[config.mk]
export PLATFORM = sky130hd
export DESIGN_NAME = osc_core
export DESIGN_NICKNAME = d
export VERILOG_FILES = /design/src/core/osc_pkg.sv /design/src/core/osc_chan_div.sv /design/src/core/osc_core.sv /design/src/core/osc_sync3.sv
export SDC_FILE = /design/constraint.sdc
export NUM_CORES = 1
export LEC_CHECK = 0
export BUFFER_PORTS_ARGS = -buffer_cell sky130_fd_sc_hd__buf_4
export CAP_MARGIN = 20
export CORE_MARGIN = 2
export CORE_UTILIZATION = 35
export CTS_BUF_LIST = sky130_fd_sc_hd__clkbuf_4 sky130_fd_sc_hd__clkbuf_8
export DETAILED_ROUTE_END_ITERATION = 16
export PLACE_DENSITY = 0.57
export REMOVE_ABC_BUFFERS = 1
export SYNTH_ARGS = -nofsm -noshare
export SYNTH_HDL_FRONTEND = slang
export SYNTH_SLANG_ARGS = --single-unit
[constraint.sdc]
create_clock -name clk_in -period 2.5 [get_ports clk_in]
set_clock_uncertainty 0.1 [all_clocks]
set_input_delay 0.375 -clock clk_in [delete_from_list [all_inputs] [get_ports clk_in]]
set_output_delay 0.375 -clock clk_in [all_outputs]
set_load 0.005 [all_outputs]
[src/core/osc_pkg.sv]
// Constants, field layouts and carrier types of the output alignment
// and reset control block.
// Assumes one 40 MHz clock that also stands for the channel divider input.
package osc_pkg;

    // ------------------------------------------------------------------
    // Clock and timing
    // ------------------------------------------------------------------
    localparam int unsigned CLK_HZ = 40000000;
    localparam int unsigned POR_WAIT_MS = 70;
    localparam int unsigned NV_WAIT_MS = 20;
    localparam int unsigned DEF_WAIT_NS = 2000;
    localparam int unsigned POR_WAIT_CYC = POR_WAIT_MS * (CLK_HZ / 1000);
    localparam int unsigned NV_WAIT_CYC = NV_WAIT_MS * (CLK_HZ / 1000);
    localparam int unsigned DEF_WAIT_CYC =
        DEF_WAIT_NS * (CLK_HZ / 1000000) / 1000;
    localparam int unsigned SYNC_PIPE_MIN_CYC = 14;
    localparam int unsigned SYNC_EXTRA_CYC = 1;
    localparam int unsigned SYNC_LAT_CYC = 5;
    localparam logic [31:0] PIPE_LD = 32'(SYNC_PIPE_MIN_CYC
        + SYNC_EXTRA_CYC - SYNC_LAT_CYC - 1);

    // ------------------------------------------------------------------
    // Register map
    // ------------------------------------------------------------------
    localparam logic [9:0] ADDR_SERIAL_PORT_CONFIG = 10'h000;
    localparam logic [9:0] ADDR_OUT_BASE = 10'h0f0;
    localparam logic [9:0] ADDR_DIV_BASE = 10'h190;
    localparam logic [9:0] ADDR_DISTRIBUTION_CONTROL = 10'h230;
    localparam logic [9:0] ADDR_REGISTER_UPDATE = 10'h232;
    localparam int unsigned NUM_OUT = 12;
    localparam int unsigned NUM_CH = 4;
    localparam int unsigned OUT_PER_CH = 3;

    // serial_port_config
    localparam int unsigned SPC_SRST_LO = 2;
    localparam int unsigned SPC_SRST_HI = 5;
    // distribution_control
    localparam int unsigned DC_SOFT_SYNC = 0;
    localparam int unsigned DC_DIST_PD = 1;
    // register_update
    localparam int unsigned RU_UPDATE = 0;
    // Per-output control
    localparam int unsigned OC_PD = 0;
    localparam int unsigned OC_SWING_LO = 1;
    localparam int unsigned OC_CMOS_MODE = 3;
    localparam int unsigned OC_INV_A = 4;
    localparam int unsigned OC_EN_A = 5;
    localparam int unsigned OC_EN_B = 6;
    localparam int unsigned OC_INV_B = 7;
    // Divider bytes: +0 low/high counts, +1 start/phase/ignore, +2 power
    localparam int unsigned DV_START_HIGH = 4;
    localparam int unsigned DV_IGNORE = 7;
    localparam int unsigned DV_CH_PD = 2;

    // Values after reset
    localparam logic [7:0] RST_SPC = 8'h00;
    localparam logic [7:0] RST_DC = 8'h00;
    localparam logic [7:0] RST_OUT = 8'h04;
    localparam logic [7:0] RST_DIV = 8'h00;

    // ------------------------------------------------------------------
    // Types
    // ------------------------------------------------------------------
    typedef enum logic [3:0] {
        ST_LOAD = 4'h1,
        ST_HOLD = 4'h2,
        ST_PIPE = 4'h4,
        ST_RUN = 4'h8
    } osc_st_t;

    typedef struct packed {
        logic diff_on;
        logic safe_off;
        logic [1:0] swing;
        logic diff_lvl;
        logic cmos_a;
        logic cmos_a_oe;
        logic cmos_b;
        logic cmos_b_oe;
    } osc_drv_t;

    typedef struct packed {
        logic [3:0] m;
        logic [3:0] n;
        logic [3:0] phase;
        logic start_high;
    } osc_div_cfg_t;

endpackage

[src/core/osc_chan_div.sv]
// One channel divider with start level and phase offset.
// Assumes run_in comes from the alignment sequencer on the same clock.
`timescale 1ns/10ps
module osc_chan_div
    import osc_pkg::*;
(
    // Clock and reset
    input wire logic clk_in,
    input wire logic rstn_in,
    // Control
    input wire logic run_in,
    input wire osc_div_cfg_t cfg_in,
    // Divided clock
    output logic lvl_out
);

    typedef struct packed {
        logic [5:0] cnt;
        logic lvl;
        logic started;
    } osc_dv_t;

    osc_dv_t st_r;
    osc_dv_t st_nxt;
    logic [5:0] delay;
    logic [5:0] phase_len;

    // Start high also waits out one low phase (m plus one) after the offset
    assign delay = cfg_in.start_high ?
        6'({2'b00, cfg_in.phase}) + 6'({2'b00, cfg_in.m}) + 6'h01 :
        6'({2'b00, cfg_in.phase});
    // Fields hold count minus one
    assign phase_len = st_r.lvl ? 6'({2'b00, cfg_in.m}) :
        6'({2'b00, cfg_in.n});

    always_comb begin
        st_nxt = st_r;
        if (!run_in) begin
            st_nxt.lvl = cfg_in.start_high;
            st_nxt.cnt = delay;
            st_nxt.started = 1'b0;
        end else if (st_r.cnt == 6'h00) begin
            st_nxt.started = 1'b1;
            st_nxt.lvl = ~st_r.lvl;
            st_nxt.cnt = phase_len;
        end else begin
            st_nxt.cnt = st_r.cnt - 6'h01;
        end
    end

    always_ff @(posedge clk_in or negedge rstn_in) begin
        if (!rstn_in) begin
            st_r <= '0;
        end else begin
            st_r <= st_nxt;
        end
    end

    assign lvl_out = st_r.lvl;

endmodule

[src/core/osc_core.sv]
// Output alignment, reset modes and driver control of a clock
// distribution device.
// Assumes a serial port front end that turns host transfers into
// single-cycle register strobes on clk_in and marks each serial clock.
//
// What this block does
// - Alignment pin low then high realigns outputs
// - Soft sync, soft reset, distribution power-down realign
// - Power-up, reset pin, power-down pin realign
// - Ignore bit keeps a channel free running
// - Held outputs sit at start-high level
// - Clocking restarts 14-15 plus one cycles
// - Restart may shift by one input cycle
// - Channel alignment applies to all its drivers
// - Single-ended mode turns on both outputs
// - Two enable bits; disabled single-ended tristates
// - Bits one-two set swing; polarity selectable
// - Distribution power-down shuts all differential drivers
// - Safe off by driver, channel or sleep
// - Power-on loads settings, aligns, then toggles
// - Reset pin restores settings, then aligns
// - Restart about 2 us or 20 ms
// - Bits two and five soft reset device
// - Those bits self-clear; others keep value
// - Reset ends after one more serial clock
// - Count fields hold cycles minus one
`timescale 1ns/10ps
module osc_core
    import osc_pkg::*;
#(
    parameter int unsigned P_POR_WAIT_CYC = POR_WAIT_CYC,
    parameter int unsigned P_NV_WAIT_CYC = NV_WAIT_CYC
) (
    // Clock and reset
    input wire logic clk_in,
    input wire logic rstn_in,
    // Device pins
    input wire logic sync_pin_n_in,
    input wire logic reset_pin_n_in,
    input wire logic power_down_pin_n_in,
    input wire logic cfg_src_pin_in,
    // Register strobes from the serial port
    input wire logic reg_wr_in,
    input wire logic reg_rd_in,
    input wire logic [9:0] reg_addr_in,
    input wire logic [7:0] reg_wdata_in,
    input wire logic sclk_edge_in,
    output logic [7:0] reg_rdata_out,
    // Outputs and status
    output osc_drv_t [NUM_OUT-1:0] drv_out,
    output logic [NUM_CH-1:0] ch_clk_out,
    output logic align_busy_out,
    output logic nv_load_out
);

    // ------------------------------------------------------------------
    // State
    // ------------------------------------------------------------------
    typedef struct packed {
        osc_st_t st;
        logic [31:0] tmr;
        logic nv;
        logic [7:0] spc;
        logic srst;
        logic [7:0] dc_stg;
        logic [7:0] dc_act;
        logic [NUM_OUT-1:0][7:0] out_stg;
        logic [NUM_OUT-1:0][7:0] out_act;
        logic [NUM_OUT-1:0][7:0] div_stg;
        logic [NUM_OUT-1:0][7:0] div_act;
        logic [7:0] rdata;
        osc_drv_t [NUM_OUT-1:0] drv;
    } osc_core_t;

    osc_core_t st_r;
    osc_core_t st_nxt;

    logic sync_hi;
    logic rst_hi;
    logic pd_hi;
    logic cfg_hi;
    logic hold_req;
    logic [NUM_CH-1:0] ch_run;
    logic [NUM_CH-1:0] ch_lvl;
    osc_div_cfg_t [NUM_CH-1:0] ch_cfg;
    logic [9:0] out_idx;
    logic [9:0] div_idx;

    // ------------------------------------------------------------------
    // Pin synchronisers
    // ------------------------------------------------------------------
    // Alignment pin is asynchronous; restart timing may slip one cycle
    osc_sync3 #(.RST_VAL(1'b1)) u_sync_pin (
        .clk_in(clk_in),
        .rstn_in(rstn_in),
        .pin_in(sync_pin_n_in),
        .lvl_out(sync_hi)
    );

    // A reset pulse shorter than two clocks may be missed
    osc_sync3 #(.RST_VAL(1'b1)) u_rst_pin (
        .clk_in(clk_in),
        .rstn_in(rstn_in),
        .pin_in(reset_pin_n_in),
        .lvl_out(rst_hi)
    );

    osc_sync3 #(.RST_VAL(1'b1)) u_pd_pin (
        .clk_in(clk_in),
        .rstn_in(rstn_in),
        .pin_in(power_down_pin_n_in),
        .lvl_out(pd_hi)
    );

    osc_sync3 #(.RST_VAL(1'b0)) u_cfg_pin (
        .clk_in(clk_in),
        .rstn_in(rstn_in),
        .pin_in(cfg_src_pin_in),
        .lvl_out(cfg_hi)
    );

    // ------------------------------------------------------------------
    // Channel dividers
    // ------------------------------------------------------------------
    assign hold_req = ~sync_hi | st_r.dc_act[DC_SOFT_SYNC]
        | st_r.dc_act[DC_DIST_PD] | ~pd_hi | st_r.srst;

    generate
        for (genvar c = 0; c < NUM_CH; c++) begin : g_ch
            assign ch_cfg[c].m = st_r.div_act[3*c][7:4];
            assign ch_cfg[c].n = st_r.div_act[3*c][3:0];
            assign ch_cfg[c].phase = st_r.div_act[3*c+1][3:0];
            assign ch_cfg[c].start_high = st_r.div_act[3*c+1][DV_START_HIGH];
            // Excluded channels keep toggling through an alignment
            assign ch_run[c] = ((st_r.st == ST_RUN)
                | (st_r.div_act[3*c+1][DV_IGNORE] & (st_r.st != ST_LOAD)))
                & ~st_r.div_act[3*c+2][DV_CH_PD] & pd_hi
                & ~st_r.dc_act[DC_DIST_PD];

            osc_chan_div u_div (
                .clk_in(clk_in),
                .rstn_in(rstn_in),
                .run_in(ch_run[c]),
                .cfg_in(ch_cfg[c]),
                .lvl_out(ch_lvl[c])
            );
        end
    endgenerate

    assign out_idx = reg_addr_in - ADDR_OUT_BASE;
    assign div_idx = reg_addr_in - ADDR_DIV_BASE;

    // ------------------------------------------------------------------
    // Next state
    // ------------------------------------------------------------------
    always_comb begin
        logic on;
        logic cm;
        logic [7:0] oc;
        int unsigned ch;
        on = 1'b0;
        cm = 1'b0;
        oc = 8'h00;
        ch = 0;
        st_nxt = st_r;
        st_nxt.nv = cfg_hi;

        // Self-clear first, so that a new soft reset write wins
        if (st_r.srst
            & (st_r.spc[SPC_SRST_LO] | st_r.spc[SPC_SRST_HI])) begin
            st_nxt.spc[SPC_SRST_LO] = 1'b0;
            st_nxt.spc[SPC_SRST_HI] = 1'b0;
        end else if (st_r.srst & sclk_edge_in) begin
            st_nxt.srst = 1'b0;
        end

        // Register writes
        if (reg_wr_in) begin
            if (reg_addr_in == ADDR_SERIAL_PORT_CONFIG) begin
                st_nxt.spc = reg_wdata_in;
                // Either bit of the mirrored pair starts a soft reset
                if (reg_wdata_in[SPC_SRST_LO] | reg_wdata_in[SPC_SRST_HI])
                begin
                    st_nxt.spc[SPC_SRST_LO] = 1'b1;
                    st_nxt.spc[SPC_SRST_HI] = 1'b1;
                    st_nxt.srst = 1'b1;
                end
            end else if (reg_addr_in >= ADDR_OUT_BASE
                && out_idx < 10'(NUM_OUT)) begin
                st_nxt.out_stg[out_idx[3:0]] = reg_wdata_in;
            end else if (reg_addr_in >= ADDR_DIV_BASE
                && div_idx < 10'(NUM_OUT)) begin
                st_nxt.div_stg[div_idx[3:0]] = reg_wdata_in;
            end else if (reg_addr_in == ADDR_DISTRIBUTION_CONTROL) begin
                st_nxt.dc_stg = reg_wdata_in;
            end else if (reg_addr_in == ADDR_REGISTER_UPDATE
                && reg_wdata_in[RU_UPDATE]) begin
                // Buffered settings act only on update
                st_nxt.dc_act = st_r.dc_stg;
                st_nxt.div_act = st_r.div_stg;
                for (int k = 0; k < NUM_OUT; k++) begin
                    st_nxt.out_act[k] = st_r.out_stg[k];
                    if (st_r.out_stg[k][OC_CMOS_MODE]
                        & ~st_r.out_act[k][OC_CMOS_MODE]) begin
                        st_nxt.out_act[k][OC_EN_A] = 1'b1;
                        st_nxt.out_act[k][OC_EN_B] = 1'b1;
                        st_nxt.out_stg[k][OC_EN_A] = 1'b1;
                        st_nxt.out_stg[k][OC_EN_B] = 1'b1;
                    end
                end
            end
        end

        // Reset pin or soft reset restores settings, except spc
        if (~rst_hi | st_r.srst) begin
            st_nxt.dc_stg = RST_DC;
            st_nxt.dc_act = RST_DC;
            st_nxt.out_stg = {NUM_OUT{RST_OUT}};
            st_nxt.out_act = {NUM_OUT{RST_OUT}};
            st_nxt.div_stg = {NUM_OUT{RST_DIV}};
            st_nxt.div_act = {NUM_OUT{RST_DIV}};
            st_nxt.st = ST_LOAD;
            st_nxt.tmr = cfg_hi ? P_NV_WAIT_CYC : DEF_WAIT_CYC;
        end else begin
            case (st_r.st)
                ST_LOAD: begin
                    if (st_r.tmr == 32'h0) begin
                        st_nxt.st = ST_HOLD;
                    end else begin
                        st_nxt.tmr = st_r.tmr - 32'h1;
                    end
                end
                ST_HOLD: begin
                    if (!hold_req) begin
                        st_nxt.st = ST_PIPE;
                        st_nxt.tmr = PIPE_LD;
                    end
                end
                ST_PIPE: begin
                    if (hold_req) begin
                        st_nxt.st = ST_HOLD;
                    end else if (st_r.tmr == 32'h0) begin
                        st_nxt.st = ST_RUN;
                    end else begin
                        st_nxt.tmr = st_r.tmr - 32'h1;
                    end
                end
                ST_RUN: begin
                    if (hold_req) begin
                        st_nxt.st = ST_HOLD;
                    end
                end
                default: begin
                    st_nxt.st = ST_HOLD;
                end
            endcase
        end

        // Register reads
        if (reg_rd_in) begin
            if (reg_addr_in == ADDR_SERIAL_PORT_CONFIG) begin
                st_nxt.rdata = st_r.spc;
            end else if (reg_addr_in >= ADDR_OUT_BASE
                && out_idx < 10'(NUM_OUT)) begin
                st_nxt.rdata = st_r.out_stg[out_idx[3:0]];
            end else if (reg_addr_in >= ADDR_DIV_BASE
                && div_idx < 10'(NUM_OUT)) begin
                st_nxt.rdata = st_r.div_stg[div_idx[3:0]];
            end else if (reg_addr_in == ADDR_DISTRIBUTION_CONTROL) begin
                st_nxt.rdata = st_r.dc_stg;
            end else begin
                st_nxt.rdata = 8'h00;
            end
        end

        // Output drivers follow their channel divider
        for (int k = 0; k < NUM_OUT; k++) begin
            ch = k / OUT_PER_CH;
            oc = st_r.out_act[k];
            cm = oc[OC_CMOS_MODE];
            // Sleep, channel and driver power-down all give safe off
            on = ~oc[OC_PD] & ~st_r.div_act[3*ch+2][DV_CH_PD]
                & pd_hi & ~st_r.dc_act[DC_DIST_PD];
            st_nxt.drv[k].diff_on = on & ~cm;
            // Total power-down drops the safe bias too
            st_nxt.drv[k].safe_off = ~(on & ~cm)
                & ~st_r.dc_act[DC_DIST_PD];
            st_nxt.drv[k].swing = oc[OC_SWING_LO+1:OC_SWING_LO];
            st_nxt.drv[k].diff_lvl = ch_lvl[ch] ^ oc[OC_INV_A];
            st_nxt.drv[k].cmos_a = ch_lvl[ch] ^ oc[OC_INV_A];
            st_nxt.drv[k].cmos_b = ch_lvl[ch] ^ oc[OC_INV_B];
            st_nxt.drv[k].cmos_a_oe = on & cm & oc[OC_EN_A];
            st_nxt.drv[k].cmos_b_oe = on & cm & oc[OC_EN_B];
        end
    end

    // ------------------------------------------------------------------
    // State register
    // ------------------------------------------------------------------
    always_ff @(posedge clk_in or negedge rstn_in) begin
        if (!rstn_in) begin
            st_r.st <= ST_LOAD;
            st_r.tmr <= P_POR_WAIT_CYC;
            st_r.nv <= 1'b0;
            st_r.spc <= RST_SPC;
            st_r.srst <= 1'b0;
            st_r.dc_stg <= RST_DC;
            st_r.dc_act <= RST_DC;
            st_r.out_stg <= {NUM_OUT{RST_OUT}};
            st_r.out_act <= {NUM_OUT{RST_OUT}};
            st_r.div_stg <= {NUM_OUT{RST_DIV}};
            st_r.div_act <= {NUM_OUT{RST_DIV}};
            st_r.rdata <= 8'h00;
            st_r.drv <= '0;
        end else begin
            st_r <= st_nxt;
        end
    end

    assign reg_rdata_out = st_r.rdata;
    assign drv_out = st_r.drv;
    assign ch_clk_out = ch_lvl;
    assign align_busy_out = (st_r.st != ST_RUN);
    assign nv_load_out = st_r.nv & (st_r.st == ST_LOAD);

endmodule

[src/core/osc_sync3.sv]
// Three-stage pin synchroniser with agreement filter.
// Assumes an asynchronous pin; the output changes once stages two and
// three agree.
`timescale 1ns/10ps
module osc_sync3
    import osc_pkg::*;
#(
    parameter logic RST_VAL = 1'b1
) (
    // Clock and reset
    input wire logic clk_in,
    input wire logic rstn_in,
    // Pin and result
    input wire logic pin_in,
    output logic lvl_out
);

    typedef struct packed {
        logic [2:0] ff;
        logic lvl;
    } osc_s3_t;

    osc_s3_t st_r;
    osc_s3_t st_nxt;

    always_comb begin
        st_nxt = st_r;
        st_nxt.ff = {st_r.ff[1:0], pin_in};
        // First stage feeds only the second one
        if (st_r.ff[1] == st_r.ff[2]) begin
            st_nxt.lvl = st_r.ff[2];
        end
    end

    always_ff @(posedge clk_in or negedge rstn_in) begin
        if (!rstn_in) begin
            st_r <= {{3{RST_VAL}}, RST_VAL};
        end else begin
            st_r <= st_nxt;
        end
    end

    assign lvl_out = st_r.lvl;

endmodule

==> impl_results.md <==
* Status: finished, final reports clean
* Largest net degree at the start of global routing at 67
* Hold Violations, Final at 0
* Crit-path max FO at 5
* Count of final setup violators at 0
* Reg2reg end: st_r[552]$_DFFE_PN0P_
* Power consumption at between 20 and 25 mW
* Mapped Cells at 2526
* Iter 0 DRT Violations at 1787
* Root Driver: clkbuf_8
* First-pass detailed-route iteration total at 5
* Max Buffers Root-to-Sink at 3
* CP Capture Point: st_r[552]$_DFFE_PN0P_
* Crit start category: register
* Period utilisation layout at a little over nine tenths
* RSZ-0062 raised after global routing: true
* Pwr Density at 686 nW/um2
* Synth Warn # at 0
* Synthesized area at 26400 um2
* CTS HTree Levels at 3
* WP data required at around 3.0 ns
* Fin crit period at 2.44 ns
* # DRC at 0
* Nature of the critical path endpoint: register
* Least-Margin Pin Slew at approximately 0.85 ns
* PortBufs at 148
* Antenna viol nets, final at 0
* Initial antenna violation count at 4
* Start point of the critical path: st_r[526]$_DFFE_PN0P_
* Antenna diodes at 0
* WP depth at 8
* Max-cap check violation count at 0
* Crit-path cells: inv_1 -> ha_2 -> or3b_4 -> nor4_4 -> buf_4 -> nand4_1 -> nor4_2 -> mux2i_1
* Fmax achieved at about 410 MHz
* Post-synth EDFFs at 0
* Initial Utilization at 35.4%
* Io pins at 149
* Routability congestion estimate at 0.902
* Largest stage delay on the critical path at 0.40 ns
* Final HPWL DP at 57400 um
* Nets at 2802
* Inst Count DP at around 3.6k
* Worst Reg2Reg Path Length in Cells at 8
* Total global-route track usage at 20.8%
* Setup_tns at 0 ns
* Final Max Tran Viols at 0
* Yosys cell types at 73
* Synth Flop Type: dfrtp_1
* CP bufs+invs at 2
* R2R Setup Slk at between 0.06 and 0.07 ns
* Non-filler cells, final at roughly 3.8k
* CP max-delay cell: or3b_4
* Pre-CTS WS at -0.213 ns
* #FFs+latches synth at 552
* Util after Layout at 42.5%
* Vias in the first global route at 21.2k
* Worst min path class: in -> async
* Layout cells sized above 1 at between 20% and 30%
* Avg Inst Size Synth at 10.4 um2
* Cts bufs inserted at 96
* Die H at 279 um
* CTS sink count at 552
* GRT overflow at 0
* Sequential area share after synthesis at 52.6%
* Cell area after layout at between 30000 and 40000 um2
* DP Area at 29200 um2
* Sequential Area at 13900 um2
* Static Leak at 14.2 nW
* WP data arrival at 2.97 ns
* Max_slew headroom at about 43%
* Vias at 20.6k
* Commonest non-fill, non-tap cell in the layout: dfrtp_1
* Core area at 74600 um2
* Routed len/inst at 21.1 um
* Die W at 279 um
* CTS clk-pin slew, worst paths at 0.06 ns
* DRT Wirelength at about 80000 um
* # rows at 100
* Area of the multi-input gates at 11000 um2
* Die Footprint at 77600 um2
* Worst skew pair latency at 0.72 ns
* TritonCTS clock tree: yes
* Syn-to-layout area delta at 20.2%
* Synth async-reset ratio at between 90% and 100%
* CP Class: reg -> reg
* Global-route wire length before repair at 126000 um
* Peak supply drop at 0.379 mV
* Vias per inst at between 5 and 6
* # fillers at 7128
* CP delay by family, top: simple AND/OR/NAND/NOR gates
* Min Hold Slack at 0.137 ns
* Most frequent cells in the layout: dfrtp_1, nand2_1, buf_4, nor2_1, clkbuf_8
* R2r startpoint: st_r[526]$_DFFE_PN0P_
* Final setup margin at 0.0649 ns
## cell type report
| cell class | count | share of cell area (%) |
|---|---|---|
| sequential | 552 | 43.8 |
| clock inverter | 23 | 0.675 |
| timing repair buffer | 389 | 10.6 |
| inverter | 20 | 0.237 |
| clock buffer | 154 | 6.19 |
| multi-input combinational | 1683 | 34.7 |
| tap | 969 | 3.83 |
## per-layer routing
metal	track usage [%]	wire, um
met4	6.91	2390
met5	0	0
met1	29.0	35800
met3	4.06	5480
met2	32.3	36400
## power by group
part | switching (mW) | leakage, nW | internal, mW
registers | 0.231 | 7.39 | 9.25
clock network | 3.89 | 1.16 | 5.30
logic | 1.86 | 5.68 | 1.23
## sequential cells by signal, indices dropped and copies added (netlist names), 4 cells and up
name	flops
drv_out	96
st_nxt	24
g_ch.u_div.lvl_out	4
reg_rdata_out	8
ch_cfg	52
g_ch.u_div.st_r	24
st_r	328
## how the worst min path moves through the flow
| stage | startpoint | to | cells past startpoint |
|---|---|---|---|
| 2_1_floorplan | rstn_in | ch_cfg[0]$_DFFE_PN0P_ | 0 |
| 3_3_place_gp | u_cfg_pin.st_nxt[2]$_DFF_PN0_ | u_cfg_pin.st_nxt[3]$_DFF_PN0_ | 0 |
| 3_5_place_dp | u_pd_pin.st_nxt[2]$_DFF_PN1_ | u_pd_pin.st_nxt[3]$_DFF_PN1_ | 0 |
| 4_1_cts | reg_wr_in | st_nxt[33]$_DFFE_PN1P_ | 4 |
| 5_1_grt | reg_wr_in | st_nxt[15]$_DFFE_PN1P_ | 4 |
| 6_report | rstn_in | drv_out[55]$_DFF_PN0_ | 2 |
## timing repair
item,4_1_cts,5_1_grt
pin swaps,1,7
resized for setup,3,29
setup endpoints to repair,5,17
hold endpoints to repair,90,0
setup buffers,0,2
hold buffers,15,0
## synth_stat cells (13+ instances only)
library cell	number	area, um2
nand4b_1	13	114
and3_1	45	282
o2bb2ai_1	123	1080
o211ai_1	17	128
nor3_1	38	190
buf_4	133	998
or4_1	14	105
nor2b_1	23	144
xnor2_1	27	236
mux2i_1	28	280
xor2_1	46	403
mux4_2	48	1080
o22ai_1	19	119
o21ai_1	116	581
dfrtp_1	506	12700
nor2_1	130	488
buf_1	18	67.6
buf_2	19	95.1
a31oi_1	41	257
clkbuf_1	84	315
inv_1	20	75.1
nand2b_1	20	125
o31ai_1	47	353
a21oi_1	29	145
dfstp_2	46	1210
nand3_1	51	255
nand2_1	476	1790
o21ai_0	120	601
ha_1	29	363
## cell families after synthesis
family / after synthesis / synth area share [%]
AOI/OAI and AO/OA: 617 / 16.1
muxes: 85 / 5.55
buffers and inverters: 291 / 6.42
xor gates and xnor gates: 73 / 2.42
and+or+nand+nor: 871 / 15.1
adders and majority gates: 37 / 1.83
DFF: 552 / 52.6
## worst register-to-register path: stages, from the launching register on
cell     delay, ns
dfrtp_1       0.38
inv_1         0.08
ha_2          0.18
or3b_4        0.40
nor4_4        0.40
buf_4         0.21
nand4_1       0.17
nor4_2        0.24
mux2i_1       0.21
No activity file was read; power rests on OpenSTA's default activity.
